**src/cfa_pkg.sv**
```systemverilog
// Constants shared by the frame, error and arbitration logic.
// Assumes one sample per nominal bit, flagged by a bit tick.
package cfa_pkg;

  // ==========================================================
  // Bus levels
  localparam logic DOMINANT  = 1'h0;
  localparam logic RECESSIVE = 1'h1;

  // ==========================================================
  // Bit counts, kept as last index of each field or full length of each run
  localparam int        CNT_W      = 3;
  localparam logic [2:0] INTER_LAST = 3'h2;   // 3 bits
  localparam logic [2:0] OVLW_LAST  = 3'h1;   // Overload window, bits 1-2
  localparam logic [2:0] SUSP_LAST  = 3'h7;   // 8 bits
  localparam logic [2:0] FLAG_LAST  = 3'h5;   // 6 bits
  localparam logic [2:0] FLAG_RUN   = 3'h6;   // 6 equal levels
  localparam logic [2:0] DELIM_LAST = 3'h7;   // 8 bits
  localparam logic [2:0] STUFF_RUN  = 3'h5;   // 5 equal levels
  localparam logic [2:0] CNT_ONE    = 3'h1;
  localparam logic [2:0] CNT_ZERO   = 3'h0;

  // ==========================================================
  // Protocol states, Gray coded along the usual path
  typedef enum logic [2:0] {
    ST_IDLE      = 3'h0,
    ST_FRAME     = 3'h1,
    ST_ERR_FLAG  = 3'h3,
    ST_ERR_DELIM = 3'h2,
    ST_INTER     = 3'h6,
    ST_SUSPEND   = 3'h7,
    ST_OVL_FLAG  = 3'h5,
    ST_OVL_DELIM = 3'h4
  } cfa_state_e;

  // Increment of a bit counter
  function automatic logic [2:0] cfa_inc(input logic [2:0] v);
    return v + CNT_ONE;
  endfunction

endpackage

```
**src/cfa_stuff.sv**
```systemverilog
// Run-length tracker of sampled bus bits for stuffing.
// Assumes bits arrive once per bit tick on the same clock.
`timescale 1ns/100ps
`default_nettype none
module cfa_stuff
  import cfa_pkg::*;
(
  input  wire logic ref_clk,
  input  wire logic srst,
  input  wire logic tick,
  input  wire logic clr,
  input  wire logic en,
  input  wire logic busBit,
  output var  logic stuffNow,
  output var  logic stuffNext,
  output var  logic stuffErr
);

  logic             last;
  logic [CNT_W-1:0] run;
  logic [CNT_W-1:0] next_run;

  // ==========================================================
  // Run of equal levels
  always_comb begin
    next_run = (busBit == last) ? cfa_inc(run) : CNT_ONE;
  end

  assign stuffNext = en && !stuffNow && (next_run == STUFF_RUN);
  assign stuffErr  = tick && en && stuffNow && (busBit == last);

  always_ff @(posedge ref_clk) begin
    if (srst || clr) begin
      last     <= RECESSIVE;
      run      <= CNT_ZERO;
      stuffNow <= 1'h0;
    end else if (tick && en) begin
      last <= busBit;
      if (stuffNow) begin
        run      <= CNT_ONE;
        stuffNow <= 1'h0;
      end else begin
        run      <= next_run;
        stuffNow <= (next_run == STUFF_RUN);
      end
    end else if (tick) begin
      stuffNow <= 1'h0;
    end
  end

endmodule // cfa_stuff
`default_nettype wire

```
**src/cfa_skid_buf.sv**
```systemverilog
// Two-entry buffer for received bits, output from registers.
// Assumes the drain side may stall at any cycle.
`timescale 1ns/100ps
`default_nettype none
module cfa_skid_buf (
  input  wire logic ref_clk,
  input  wire logic srst,
  input  wire logic inValid,
  input  wire logic inData,
  output var  logic inReady,
  output var  logic outValid,
  output var  logic outData,
  input  wire logic outReady
);

  logic skidValid;
  logic skidData;

  assign inReady = !skidValid;

  // ==========================================================
  // Output stage and skid entry
  always_ff @(posedge ref_clk) begin
    if (srst) begin
      outValid  <= 1'h0;
      outData   <= 1'h0;
      skidValid <= 1'h0;
      skidData  <= 1'h0;
    end else if (outReady || !outValid) begin
      if (skidValid) begin
        outData   <= skidData;
        outValid  <= 1'h1;
        skidValid <= 1'h0;
      end else begin
        outData  <= inData;
        outValid <= inValid;
      end
    end else if (inValid && !skidValid) begin
      skidData  <= inData;
      skidValid <= 1'h1;
    end
  end

endmodule // cfa_skid_buf
`default_nettype wire

```
**src/cfa_core.sv**
```systemverilog
// Bit-level CAN protocol: interframe, error, overload, arbitration.
// Assumes a bit tick at each sample point, at least 3 clocks apart,
// and a message handler that walks the frame fields.
`timescale 1ns/100ps
`default_nettype none
module cfa_core
  import cfa_pkg::*;
(
  input  wire logic ref_clk,
  input  wire logic srst,
  input  wire logic bitTick,
  input  wire logic canRx,
  output var  logic canTx,
  input  wire logic txPending,
  input  wire logic txBit,
  input  wire logic txArb,
  output var  logic txTake,
  input  wire logic stuffRegion,
  input  wire logic errDetect,
  input  wire logic crcErr,
  input  wire logic ackDelim,
  input  wire logic eofLast,
  input  wire logic errPassive,
  output var  logic rxValid,
  output var  logic rxBit,
  input  wire logic rxReady,
  output var  logic rxOverrun,
  output var  logic txActive,
  output var  logic arbLost,
  output var  logic sofSeen,
  output var  logic busIdle
);

  cfa_state_e       state;
  logic             rxMeta;
  logic             rxS;
  logic [CNT_W-1:0] bitCnt;
  logic [CNT_W-1:0] eqCnt;
  logic [CNT_W-1:0] next_eq;
  logic             lastLvl;
  logic             flagPassive;
  logic             delimRun;
  logic             wasTx;
  logic             crcPend;
  logic             stuffNow;
  logic             stuffNext;
  logic             stuffErr;
  logic             stuffOn;
  logic             sofRx;
  logic             pushValid;
  logic             pushReady;
  logic             dom;

  // ==========================================================
  // Bus input synchroniser
  always_ff @(posedge ref_clk) begin
    if (srst) begin
      rxMeta <= RECESSIVE;
      rxS    <= RECESSIVE;
    end else begin
      rxMeta <= canRx;
      rxS    <= rxMeta;
    end
  end

  assign dom = (rxS == DOMINANT);

  // ==========================================================
  // Stuffing shared by sender and receiver
  assign sofRx = dom && ((state == ST_IDLE) || (state == ST_SUSPEND) ||
                 ((state == ST_INTER) && (bitCnt == INTER_LAST)));
  assign stuffOn = ((state == ST_FRAME) && stuffRegion) || sofRx;

  cfa_stuff u_stuff (
    .ref_clk   (ref_clk),
    .srst      (srst),
    .tick      (bitTick),
    .clr       (!stuffOn && (state != ST_FRAME)),
    .en        (stuffOn),
    .busBit    (rxS),
    .stuffNow  (stuffNow),
    .stuffNext (stuffNext),
    .stuffErr  (stuffErr)
  );

  // ==========================================================
  // Received bits to the message handler
  assign pushValid = bitTick && !stuffNow &&
                     ((state == ST_FRAME) || sofRx);

  cfa_skid_buf u_rxbuf (
    .ref_clk  (ref_clk),
    .srst     (srst),
    .inValid  (pushValid),
    .inData   (rxS),
    .inReady  (pushReady),
    .outValid (rxValid),
    .outData  (rxBit),
    .outReady (rxReady)
  );

  always_ff @(posedge ref_clk) begin
    if (srst) begin
      rxOverrun <= 1'h0;
    end else if (pushValid && !pushReady) begin
      rxOverrun <= 1'h1;
    end
  end

  // ==========================================================
  // Deferred CRC error, set wins over clear
  always_ff @(posedge ref_clk) begin
    if (srst) begin
      crcPend <= 1'h0;
    end else if (crcErr && (state == ST_FRAME)) begin
      crcPend <= 1'h1;
    end else if (state != ST_FRAME) begin
      crcPend <= 1'h0;
    end
  end

  // ==========================================================
  // Passive flag run of equal levels
  always_comb begin
    next_eq = ((eqCnt != CNT_ZERO) && (rxS == lastLvl)) ?
              cfa_inc(eqCnt) : CNT_ONE;
  end

  // ==========================================================
  // Protocol sequencer, one step per sampled bit
  always_ff @(posedge ref_clk) begin
    if (srst) begin
      state       <= ST_INTER;
      canTx       <= RECESSIVE;
      bitCnt      <= CNT_ZERO;
      eqCnt       <= CNT_ZERO;
      lastLvl     <= RECESSIVE;
      flagPassive <= 1'h0;
      delimRun    <= 1'h0;
      wasTx       <= 1'h0;
      txActive    <= 1'h0;
      txTake      <= 1'h0;
      arbLost     <= 1'h0;
      sofSeen     <= 1'h0;
      busIdle     <= 1'h0;
    end else begin
      txTake  <= 1'h0;
      arbLost <= 1'h0;
      sofSeen <= 1'h0;
      busIdle <= (state == ST_IDLE);
      if (bitTick) begin
        case (state)
          ST_IDLE: begin
            if (dom) begin
              state   <= ST_FRAME;
              sofSeen <= 1'h1;
            end else if (txPending) begin
              state    <= ST_FRAME;
              canTx    <= DOMINANT;
              txActive <= 1'h1;
              sofSeen  <= 1'h1;
            end
          end
          ST_FRAME: begin
            if (errDetect || (stuffErr && !txActive) ||
                (ackDelim && crcPend)) begin
              state       <= ST_ERR_FLAG;
              bitCnt      <= CNT_ZERO;
              eqCnt       <= CNT_ZERO;
              flagPassive <= errPassive;
              canTx       <= errPassive ? RECESSIVE : DOMINANT;
              wasTx       <= txActive;
              txActive    <= 1'h0;
            end else if (eofLast) begin
              wasTx    <= txActive;
              txActive <= 1'h0;
              bitCnt   <= CNT_ZERO;
              if (dom) begin
                state <= ST_OVL_FLAG;
                canTx <= DOMINANT;
              end else begin
                state <= ST_INTER;
                canTx <= RECESSIVE;
              end
            end else if (txActive && txArb && !stuffNow &&
                         (canTx == RECESSIVE) && dom) begin
              txActive <= 1'h0;
              canTx    <= RECESSIVE;
              arbLost  <= 1'h1;
            end else if (txActive && stuffNext) begin
              canTx <= ~rxS;
            end else if (txActive) begin
              canTx  <= txBit;
              txTake <= 1'h1;
            end else begin
              canTx <= RECESSIVE;
            end
          end
          ST_ERR_FLAG: begin
            bitCnt  <= cfa_inc(bitCnt);
            eqCnt   <= next_eq;
            lastLvl <= rxS;
            if (flagPassive ? (next_eq == FLAG_RUN) :
                (bitCnt == FLAG_LAST)) begin
              state    <= ST_ERR_DELIM;
              canTx    <= RECESSIVE;
              bitCnt   <= CNT_ZERO;
              delimRun <= 1'h0;
            end
          end
          ST_OVL_FLAG: begin
            bitCnt <= cfa_inc(bitCnt);
            if (bitCnt == FLAG_LAST) begin
              state    <= ST_OVL_DELIM;
              canTx    <= RECESSIVE;
              bitCnt   <= CNT_ZERO;
              delimRun <= 1'h0;
            end
          end
          ST_ERR_DELIM, ST_OVL_DELIM: begin
            canTx <= RECESSIVE;
            if (!delimRun) begin
              if (!dom) begin
                delimRun <= 1'h1;
                bitCnt   <= CNT_ONE;
              end
            end else if (bitCnt == DELIM_LAST) begin
              bitCnt <= CNT_ZERO;
              if (dom) begin
                state <= ST_OVL_FLAG;
                canTx <= DOMINANT;
              end else begin
                state <= ST_INTER;
              end
            end else if (dom) begin
              state       <= ST_ERR_FLAG;
              bitCnt      <= CNT_ZERO;
              eqCnt       <= CNT_ZERO;
              flagPassive <= errPassive;
              canTx       <= errPassive ? RECESSIVE : DOMINANT;
            end else begin
              bitCnt <= cfa_inc(bitCnt);
            end
          end
          ST_INTER: begin
            if (dom && (bitCnt <= OVLW_LAST)) begin
              state  <= ST_OVL_FLAG;
              canTx  <= DOMINANT;
              bitCnt <= CNT_ZERO;
            end else if (dom) begin
              state   <= ST_FRAME;
              sofSeen <= 1'h1;
              if (txPending) begin
                txActive <= 1'h1;
                canTx    <= txBit;
                txTake   <= 1'h1;
              end
            end else if (bitCnt == INTER_LAST) begin
              bitCnt <= CNT_ZERO;
              if (errPassive && wasTx) begin
                state <= ST_SUSPEND;
              end else if (txPending) begin
                state    <= ST_FRAME;
                canTx    <= DOMINANT;
                txActive <= 1'h1;
                sofSeen  <= 1'h1;
              end else begin
                state <= ST_IDLE;
              end
            end else begin
              bitCnt <= cfa_inc(bitCnt);
            end
          end
          ST_SUSPEND: begin
            wasTx <= 1'h0;
            if (dom) begin
              state   <= ST_FRAME;
              sofSeen <= 1'h1;
            end else if (bitCnt == SUSP_LAST) begin
              bitCnt <= CNT_ZERO;
              if (txPending) begin
                state    <= ST_FRAME;
                canTx    <= DOMINANT;
                txActive <= 1'h1;
                sofSeen  <= 1'h1;
              end else begin
                state <= ST_IDLE;
              end
            end else begin
              bitCnt <= cfa_inc(bitCnt);
            end
          end
          default: begin
            state <= ST_INTER;
            canTx <= RECESSIVE;
          end
        endcase
      end
    end
  end

  // ==========================================================
  // Checks
  a_err_next_bit: assert property (
    @(posedge ref_clk) disable iff (srst)
    bitTick && (state == ST_FRAME) && errDetect
    |=> (state == ST_ERR_FLAG) &&
        (canTx == (flagPassive ? RECESSIVE : DOMINANT)))
    else $error("error flag not started on next bit");

  a_active_flag_dom: assert property (
    @(posedge ref_clk) disable iff (srst)
    (state == ST_ERR_FLAG) && !flagPassive |-> canTx == DOMINANT)
    else $error("active error flag not dominant");

  a_passive_flag_rec: assert property (
    @(posedge ref_clk) disable iff (srst)
    (state == ST_ERR_FLAG) && flagPassive |-> canTx == RECESSIVE)
    else $error("passive error flag not recessive");

  a_delim_recessive: assert property (
    @(posedge ref_clk) disable iff (srst)
    $past(state == ST_ERR_DELIM) && (state == ST_ERR_DELIM)
    |-> canTx == RECESSIVE)
    else $error("delimiter bit driven dominant");

  a_ovl_flag_dom: assert property (
    @(posedge ref_clk) disable iff (srst)
    (state == ST_OVL_FLAG) |-> canTx == DOMINANT)
    else $error("overload flag not dominant");

  a_arb_loss_stop: assert property (
    @(posedge ref_clk) disable iff (srst)
    bitTick && (state == ST_FRAME) && txActive && txArb && !stuffNow &&
    !errDetect && !eofLast && !(ackDelim && crcPend) &&
    (canTx == RECESSIVE) && dom
    |=> !txActive && arbLost && (canTx == RECESSIVE))
    else $error("arbitration loss did not stop sending");

  a_suspend_quiet: assert property (
    @(posedge ref_clk) disable iff (srst)
    (state == ST_SUSPEND) |-> (canTx == RECESSIVE) && !txActive)
    else $error("sending during suspend");

  a_crc_deferred: assert property (
    @(posedge ref_clk) disable iff (srst)
    bitTick && (state == ST_FRAME) && crcPend && ackDelim
    |=> state == ST_ERR_FLAG)
    else $error("deferred crc flag missing");

  a_inter_overload: assert property (
    @(posedge ref_clk) disable iff (srst)
    bitTick && (state == ST_INTER) && dom && (bitCnt <= OVLW_LAST)
    |=> (state == ST_OVL_FLAG) && (canTx == DOMINANT))
    else $error("no overload after dominant intermission bit");

  a_stuff_insert: assert property (
    @(posedge ref_clk) disable iff (srst)
    bitTick && (state == ST_FRAME) && txActive && stuffNext &&
    !errDetect && !eofLast && !(ackDelim && crcPend) &&
    !(txArb && !stuffNow && (canTx == RECESSIVE) && dom)
    |=> canTx == !$past(rxS))
    else $error("stuff bit not inserted");

endmodule // cfa_core
`default_nettype wire

```
**config.mk**
```make
export PLATFORM = sky130hd
export DESIGN_NAME = cfa_core
export DESIGN_NICKNAME = d
export VERILOG_FILES = /design/src/cfa_pkg.sv /design/src/cfa_stuff.sv /design/src/cfa_skid_buf.sv /design/src/cfa_core.sv
export SDC_FILE = /design/constraint.sdc
export NUM_CORES = 1
export LEC_CHECK = 0
export BUFFER_PORTS_ARGS = -buffer_cell sky130_fd_sc_hd__clkbuf_2
export CORE_MARGIN = 2
export CORE_UTILIZATION = 30
export DETAILED_ROUTE_END_ITERATION = 16
export PLACE_DENSITY = 0.43
export SETUP_SLACK_MARGIN = 0.02
export SLEW_MARGIN = 0
export SYNTH_ARGS = -nofsm -noshare
export SYNTH_HDL_FRONTEND = slang
export SYNTH_SLANG_ARGS = --single-unit
```
**constraint.sdc**
```tcl
create_clock -name ref_clk -period 5.18 [get_ports ref_clk]
set_input_delay 0.777 -clock ref_clk [delete_from_list [all_inputs] [get_ports ref_clk]]
set_output_delay 0.777 -clock ref_clk [all_outputs]
set_load 0.03 [all_outputs]
```
-- Yosys cells after proc, flatten, opt, wreduce, memory -nomap -nowiden
Index checks and enable logic that the tools add are counted.
- order comparisons: 1
- mux-type cells: 112
- equal/unequal tests: 37
- bitwise logic cells: 4
- reductions and logical operators: 61
- $add $sub $neg: 3
- operator list (kind ; number):
    $mux W3 ; 35
    $mux W1 ; 66
    $reduce_and A9 Y1 ; 3
    $eq A3 B3 Y1 const B ; 8
    $logic_and A1 B1 Y1 ; 24
    $pmux W3 S7 ; 1
    $pmux W3 S6 ; 1
    $reduce_and A6 Y1 ; 3
    $ne A2 B2 Y1 const B ; 8
    $ne A3 B2 Y1 const B ; 4
    $ne A3 B3 Y1 const B ; 4
    $add A3 B1 Y3 const B ; 3
    $eq A3 B2 Y1 const B ; 3
    $pmux W3 S3 ; 1
    $reduce_bool A3 Y1 ; 3
    $logic_or A1 B1 Y1 ; 8
    $ne A4 B2 Y1 const B ; 2
    $reduce_bool A2 Y1 ; 4
    $pmux W1 S7 ; 1
    $pmux W1 S2 ; 3
    $pmux W1 S3 ; 2
    $reduce_bool A6 Y1 ; 1
    $reduce_or A2 Y1 ; 3
    $logic_not A1 Y1 ; 5
    other kinds (16) ; 22
- output and inout bits: 9
- register bits after elaboration: 32

-- Longest topological paths before layout
- depth after elaboration: 13
- depth in mapped cells: 10

-- Hierarchy
From an unflattened synthesis, not the netlist that was laid out.
- cells, all modules: 300
- area total of the unflattened synthesis: 2469.9 um^2
- by module, submodules not included (module ; cells an instance ; instances ; seq. area each (um^2) ; area each (um^2)):
    cfa_core ; 253 ; 1 ; 460.4 ; 2018.2
    cfa_stuff ; 31 ; 1 ; 100.1 ; 282.8
    cfa_skid_buf ; 16 ; 1 ; 80.1 ; 168.9

-- Worst setup path before layout
No wires, ideal clock.
- path type: input -> register
- start: input port bitTick
- end: register bitCnt[1]
- stages: 7
- required time: 5.092 ns
- slack: 3.012 ns
- arrival time: 2.080 ns
- path through: clkbuf_1 nand4b_1 a211o_1 nand2_2 o2111a_2 nor2_1 a311oi_2
- cells in the longest elaborated chain, start to end: 8
- elaborated cells on any way between the ends: 10
- ends and longest elaborated chain (item ; line ; RTL):
    start: declaration ; cfa_core.sv:11 ; input wire logic bitTick,
    $logic_and A1 B1 Y1 (3 in a row) ; cfa_stuff.sv:30 ; assign stuffErr = tick && en && stuffNow && (busBit == last);
    $logic_and A1 B1 Y1 ; cfa_core.sv:165 ; if (errDetect || (stuffErr && !txActive) ||
    $logic_or A1 B1 Y1 (2 in a row) ; cfa_core.sv:165 ;
    $ne A3 B2 Y1 (no source line) or $mux W3 (tied branches) ; n/a ;
    $reduce_and A6 Y1 (no source line) or $pmux W3 S6 (tied branches) ; n/a ;
    end signal: assignment ; cfa_core.sv:200 ; bitCnt <= cfa_inc(bitCnt);
    end signal: assignment ; cfa_core.sv:212 ; bitCnt <= cfa_inc(bitCnt);
    end signal: assignment ; cfa_core.sv:242 ; bitCnt <= cfa_inc(bitCnt);
    end: declaration ; cfa_core.sv:37 ; logic [CNT_W-1:0] bitCnt;
Several ways; a longest one is shown, not always the timed one.
A chain may end at the register's enable or synchronous reset.

-- Worst setup path after layout
- start: register rxS
- end: register canTx
- cells in the longest elaborated chain, start to end: 11
- elaborated cells on any way between the ends: 40
- ends and longest elaborated chain (item ; line ; RTL):
    start: declaration ; cfa_core.sv:36 ; logic rxS;
    start signal: assignment ; cfa_core.sv:62 ; rxS <= rxMeta;
    parallel branches: the longest is 11 deep, another holds $pmux W1 S7 ; n/a ;
    end signal: assignment ; cfa_core.sv:171 ; canTx <= errPassive ? RECESSIVE : DOMINANT;
    end signal: assignment ; cfa_core.sv:191 ; canTx <= ~rxS;
    end signal: assignment ; cfa_core.sv:193 ; canTx <= txBit;
    end: declaration ; cfa_core.sv:13 ; output var logic canTx,
Several ways; the timed one is not identified.

==> impl_metrics.ini <==
[cts]
clock_path_buffers = 2
clkTransAtPathRegs_ps = 70
root_buffer = clkbuf_8
clk_latency_ps = 280
hold_buffers = 0
cts_sinks = 32
cts_resized = 0
postCtsSetupRepairBufs = 0
cts_tree = built
h-tree-depth = 2
cts_made_buffers = 5

[synth]
synth_edf_count = 0
synth-seq-cells = 32
yosysWarnings = 0
ys_types = 61
synthesis.nets = 304
ys_async_sr_fraction_pct = 0
yosysSeqAreaShare_pct = 29.5
synthesis.area_um2 = 2170
netlist_instances = 283
ys.flop_type = dfxtp_1
avgSynthCellArea_um2 = 7.68

[worst_hold_path]
min_to = rxS
hp-class = register to register
hold_depth = 1
hp-start = rxMeta

[sta]
final-max-slew-violation-count = 0
tightest_slew_ps = 801
skew_ps = 1.01
period_needed_ps = 2810
period_share_pct = 54.3
relSlewSlack_pct = 46.5
fmax_mhz = 356
tns_ps = 0
finalSetupViolCount = 0
hold_viol = 0
grt_setup_unrepaired = false

[final_layout]
n_antenna_cell = 0
area_delta_synth_final_pct = 13.5
nFillCells = 789
fin_util_pct = 34.6
stdcell_count = 397
final_nets = 318
drive_gt1_share_pct = 15.8
final_cell_area_um2 = 2470

[setup_path]
crit_family = compound AO/OA/AOI/OAI gates
crit_buf_inv = 1
crit_type = register to register
crit_path_end_kind = register
reg2reg_depth = 7
max_stage_delay_ps = 840
path_cells = inv_1, o41ai_1, nor3_1, a21boi_1, a41o_1, a221oi_2, nand2_1
required_ps = 5360
r2r_slack_ps = 2370
cpMaxStageDelayCell = dfxtp_1
path_max_fanout = 21
worstReg2RegEnd = canTx
start_kind = register
crit-reg2reg-launch = rxS
cp.arrival_ps = 2990

[global_routing]
grt_max_degree = 32
use_met2_pct = 25.5
grt_use_met3_pct = 3.14
grt-ovfl-total = 0
grt_pass1_wl_mm = 10.4
busiest_layer = met2
use_met1_pct = 23.8
antenna_found_initial = 0
grt_pass1_vias = 2084
grt_use_total_pct = 16.7

[placed_design]
place.gp.congestion = 0.921
hpwl_mm = 4.50
dpl-instance-area_um2 = 2340
placed_cells = 389
portBuffers = 22

[power_and_ir_drop]
ir_worst_vdd_uv = 133
power.density_nw_per_um2 = 378
power_mw = 0.932
p_leak_nw = 0.935

[floorplan]
die_y_um = 89.1
io_pins = 23
rows = 31
dieArea_um2 = 7950
die_w_um = 89.1
start_util_pct = 30.5
core_area_um2 = 7140

[detailed_routing]
drtAntennaViolNets = 0
dr.first_iter.drc_count = 239
routed_via_density = 5.29
routed_wl_mm = 6.17
drc = 0
vias = 2099
drt-pass1-iter-count = 4
wl_per_cell_um = 15.5

[job]
cap_viol_max_count = 0

[outcome]
status = completed
==> worst reg2reg max path: stages, from the launching register on <==
cell      delay, ps
dfxtp_1         840
inv_1           440
o41ai_1         550
nor3_1          150
a21boi_1        170
a41o_1          280
a221oi_2        200
nand2_1          70
==> cells by family (layout without fill, tap and decap cells) <==
family | Yosys count | in the layout | share of synthesized area, %
flops | 32 | 32 | 29.5
buf+inv | 25 | 40 | 4.95
simple gates | 123 | 123 | 28.4
xor+xnor | 6 | 6 | 2.76
compound gates | 80 | 80 | 25.6
mux | 10 | 10 | 4.78
fa+ha+maj | 7 | 7 | 4.03
==> power by group <==
part	leakage (nW)	total (mW)	internal [mW]	switching [mW]
Combinational	0.610	0.347	0.130	0.218
Clock	0.0645	0.271	0.170	0.101
Sequential	0.260	0.314	0.268	0.0458
==> registers in the layout, summed over array words and instances, names as in the netlist, 3 cells and up <==
signal	count
bitCnt	3
eqCnt	3
state	3
u_stuff.run	3
==> area by class of cell <==
type | count | area (µm²) | share of cell area (%)
Multi-Input combinational cell | 226 | 1430 | 57.8
Tap cell | 99 | 124 | 5.02
Sequential cell | 32 | 641 | 26.0
Timing Repair Buffer | 23 | 118 | 4.76
Clock inverter | 1 | 30.0 | 1.22
Inverter | 9 | 33.8 | 1.37
Clock buffer | 7 | 96.3 | 3.90
==> how the worst max path moves through the flow <==
stage / from / depth (start not counted) / slack (ps) / end
after global routing: rxS / 7 / 2010 / canTx
after global placement: rxS / 7 / 2410 / canTx
after floorplan: bitTick / 7 / 3010 / bitCnt[1]
final: rxS / 7 / 2370 / canTx
after detailed placement: rxS / 7 / 2410 / canTx
after CTS: rxS / 7 / 2390 / canTx
==> through the flow <==
step	hold WS [ps]	setup slack, ps
detailed placement	396	2410
floorplan	389	3010
CTS	414	2390
global placement	399	2410
global route	429	2010
finish	412	2370
==> placed cells by master (no fill, tap or decap), types with 5 or more instances in the layout <==
cell / synthesis / layout
nor2_1: 38 / 38
dfxtp_1: 32 / 32
a21oi_1: 26 / 26
clkbuf_2: 0 / 22
nand2_1: 21 / 21
o21ai_0: 14 / 14
nor3_1: 12 / 12
nand3_1: 11 / 11
inv_1: 9 / 9
nor2b_1: 8 / 8
nand2b_1: 8 / 8
mux2i_1: 7 / 7
ha_1: 7 / 7
clkbuf_8: 0 / 7
a211oi_1: 5 / 5
==> layer usage <==
layer / routed length [µm] / vias to the layer above
li1: - / 1057
met1: 3000 / 970
met2: 2740 / 59
met3: 303 / 13
met4: 120 / 0
met5: 0 / -
==> Yosys cell counts, drive strengths merged, types with 2 or more instances <==
cell type	instances	area [µm²]
nor4b	2	17.5
nor3	12	60.1
or2	3	18.8
clkbuf	8	30.0
a211oi	5	37.5
o2111ai	2	17.5
nand2b	8	50.1
a211o	3	26.3
a21oi	27	139
o211ai	3	27.5
nand2	22	85.1
ha	7	87.6
a221oi	4	41.3
nand3b	2	15.0
a21boi	2	15.0
inv	9	33.8
a41o	2	20.0
xor2	3	26.3
a311oi	3	32.5
o22ai	2	12.5
nor2	40	155
buf	8	43.8
nand4	3	18.8
nor2b	8	50.1
mux2i	7	70.1
dfxtp	32	641
o41ai	2	17.5
nor3b	2	15.0
nand4b	2	17.5
and2	3	18.8
o21ai	15	75.1
mux2	3	33.8
and3	2	12.5
xnor2	3	33.8
nand3	12	65.1
Note: power is estimated with default switching activity, not from simulation.
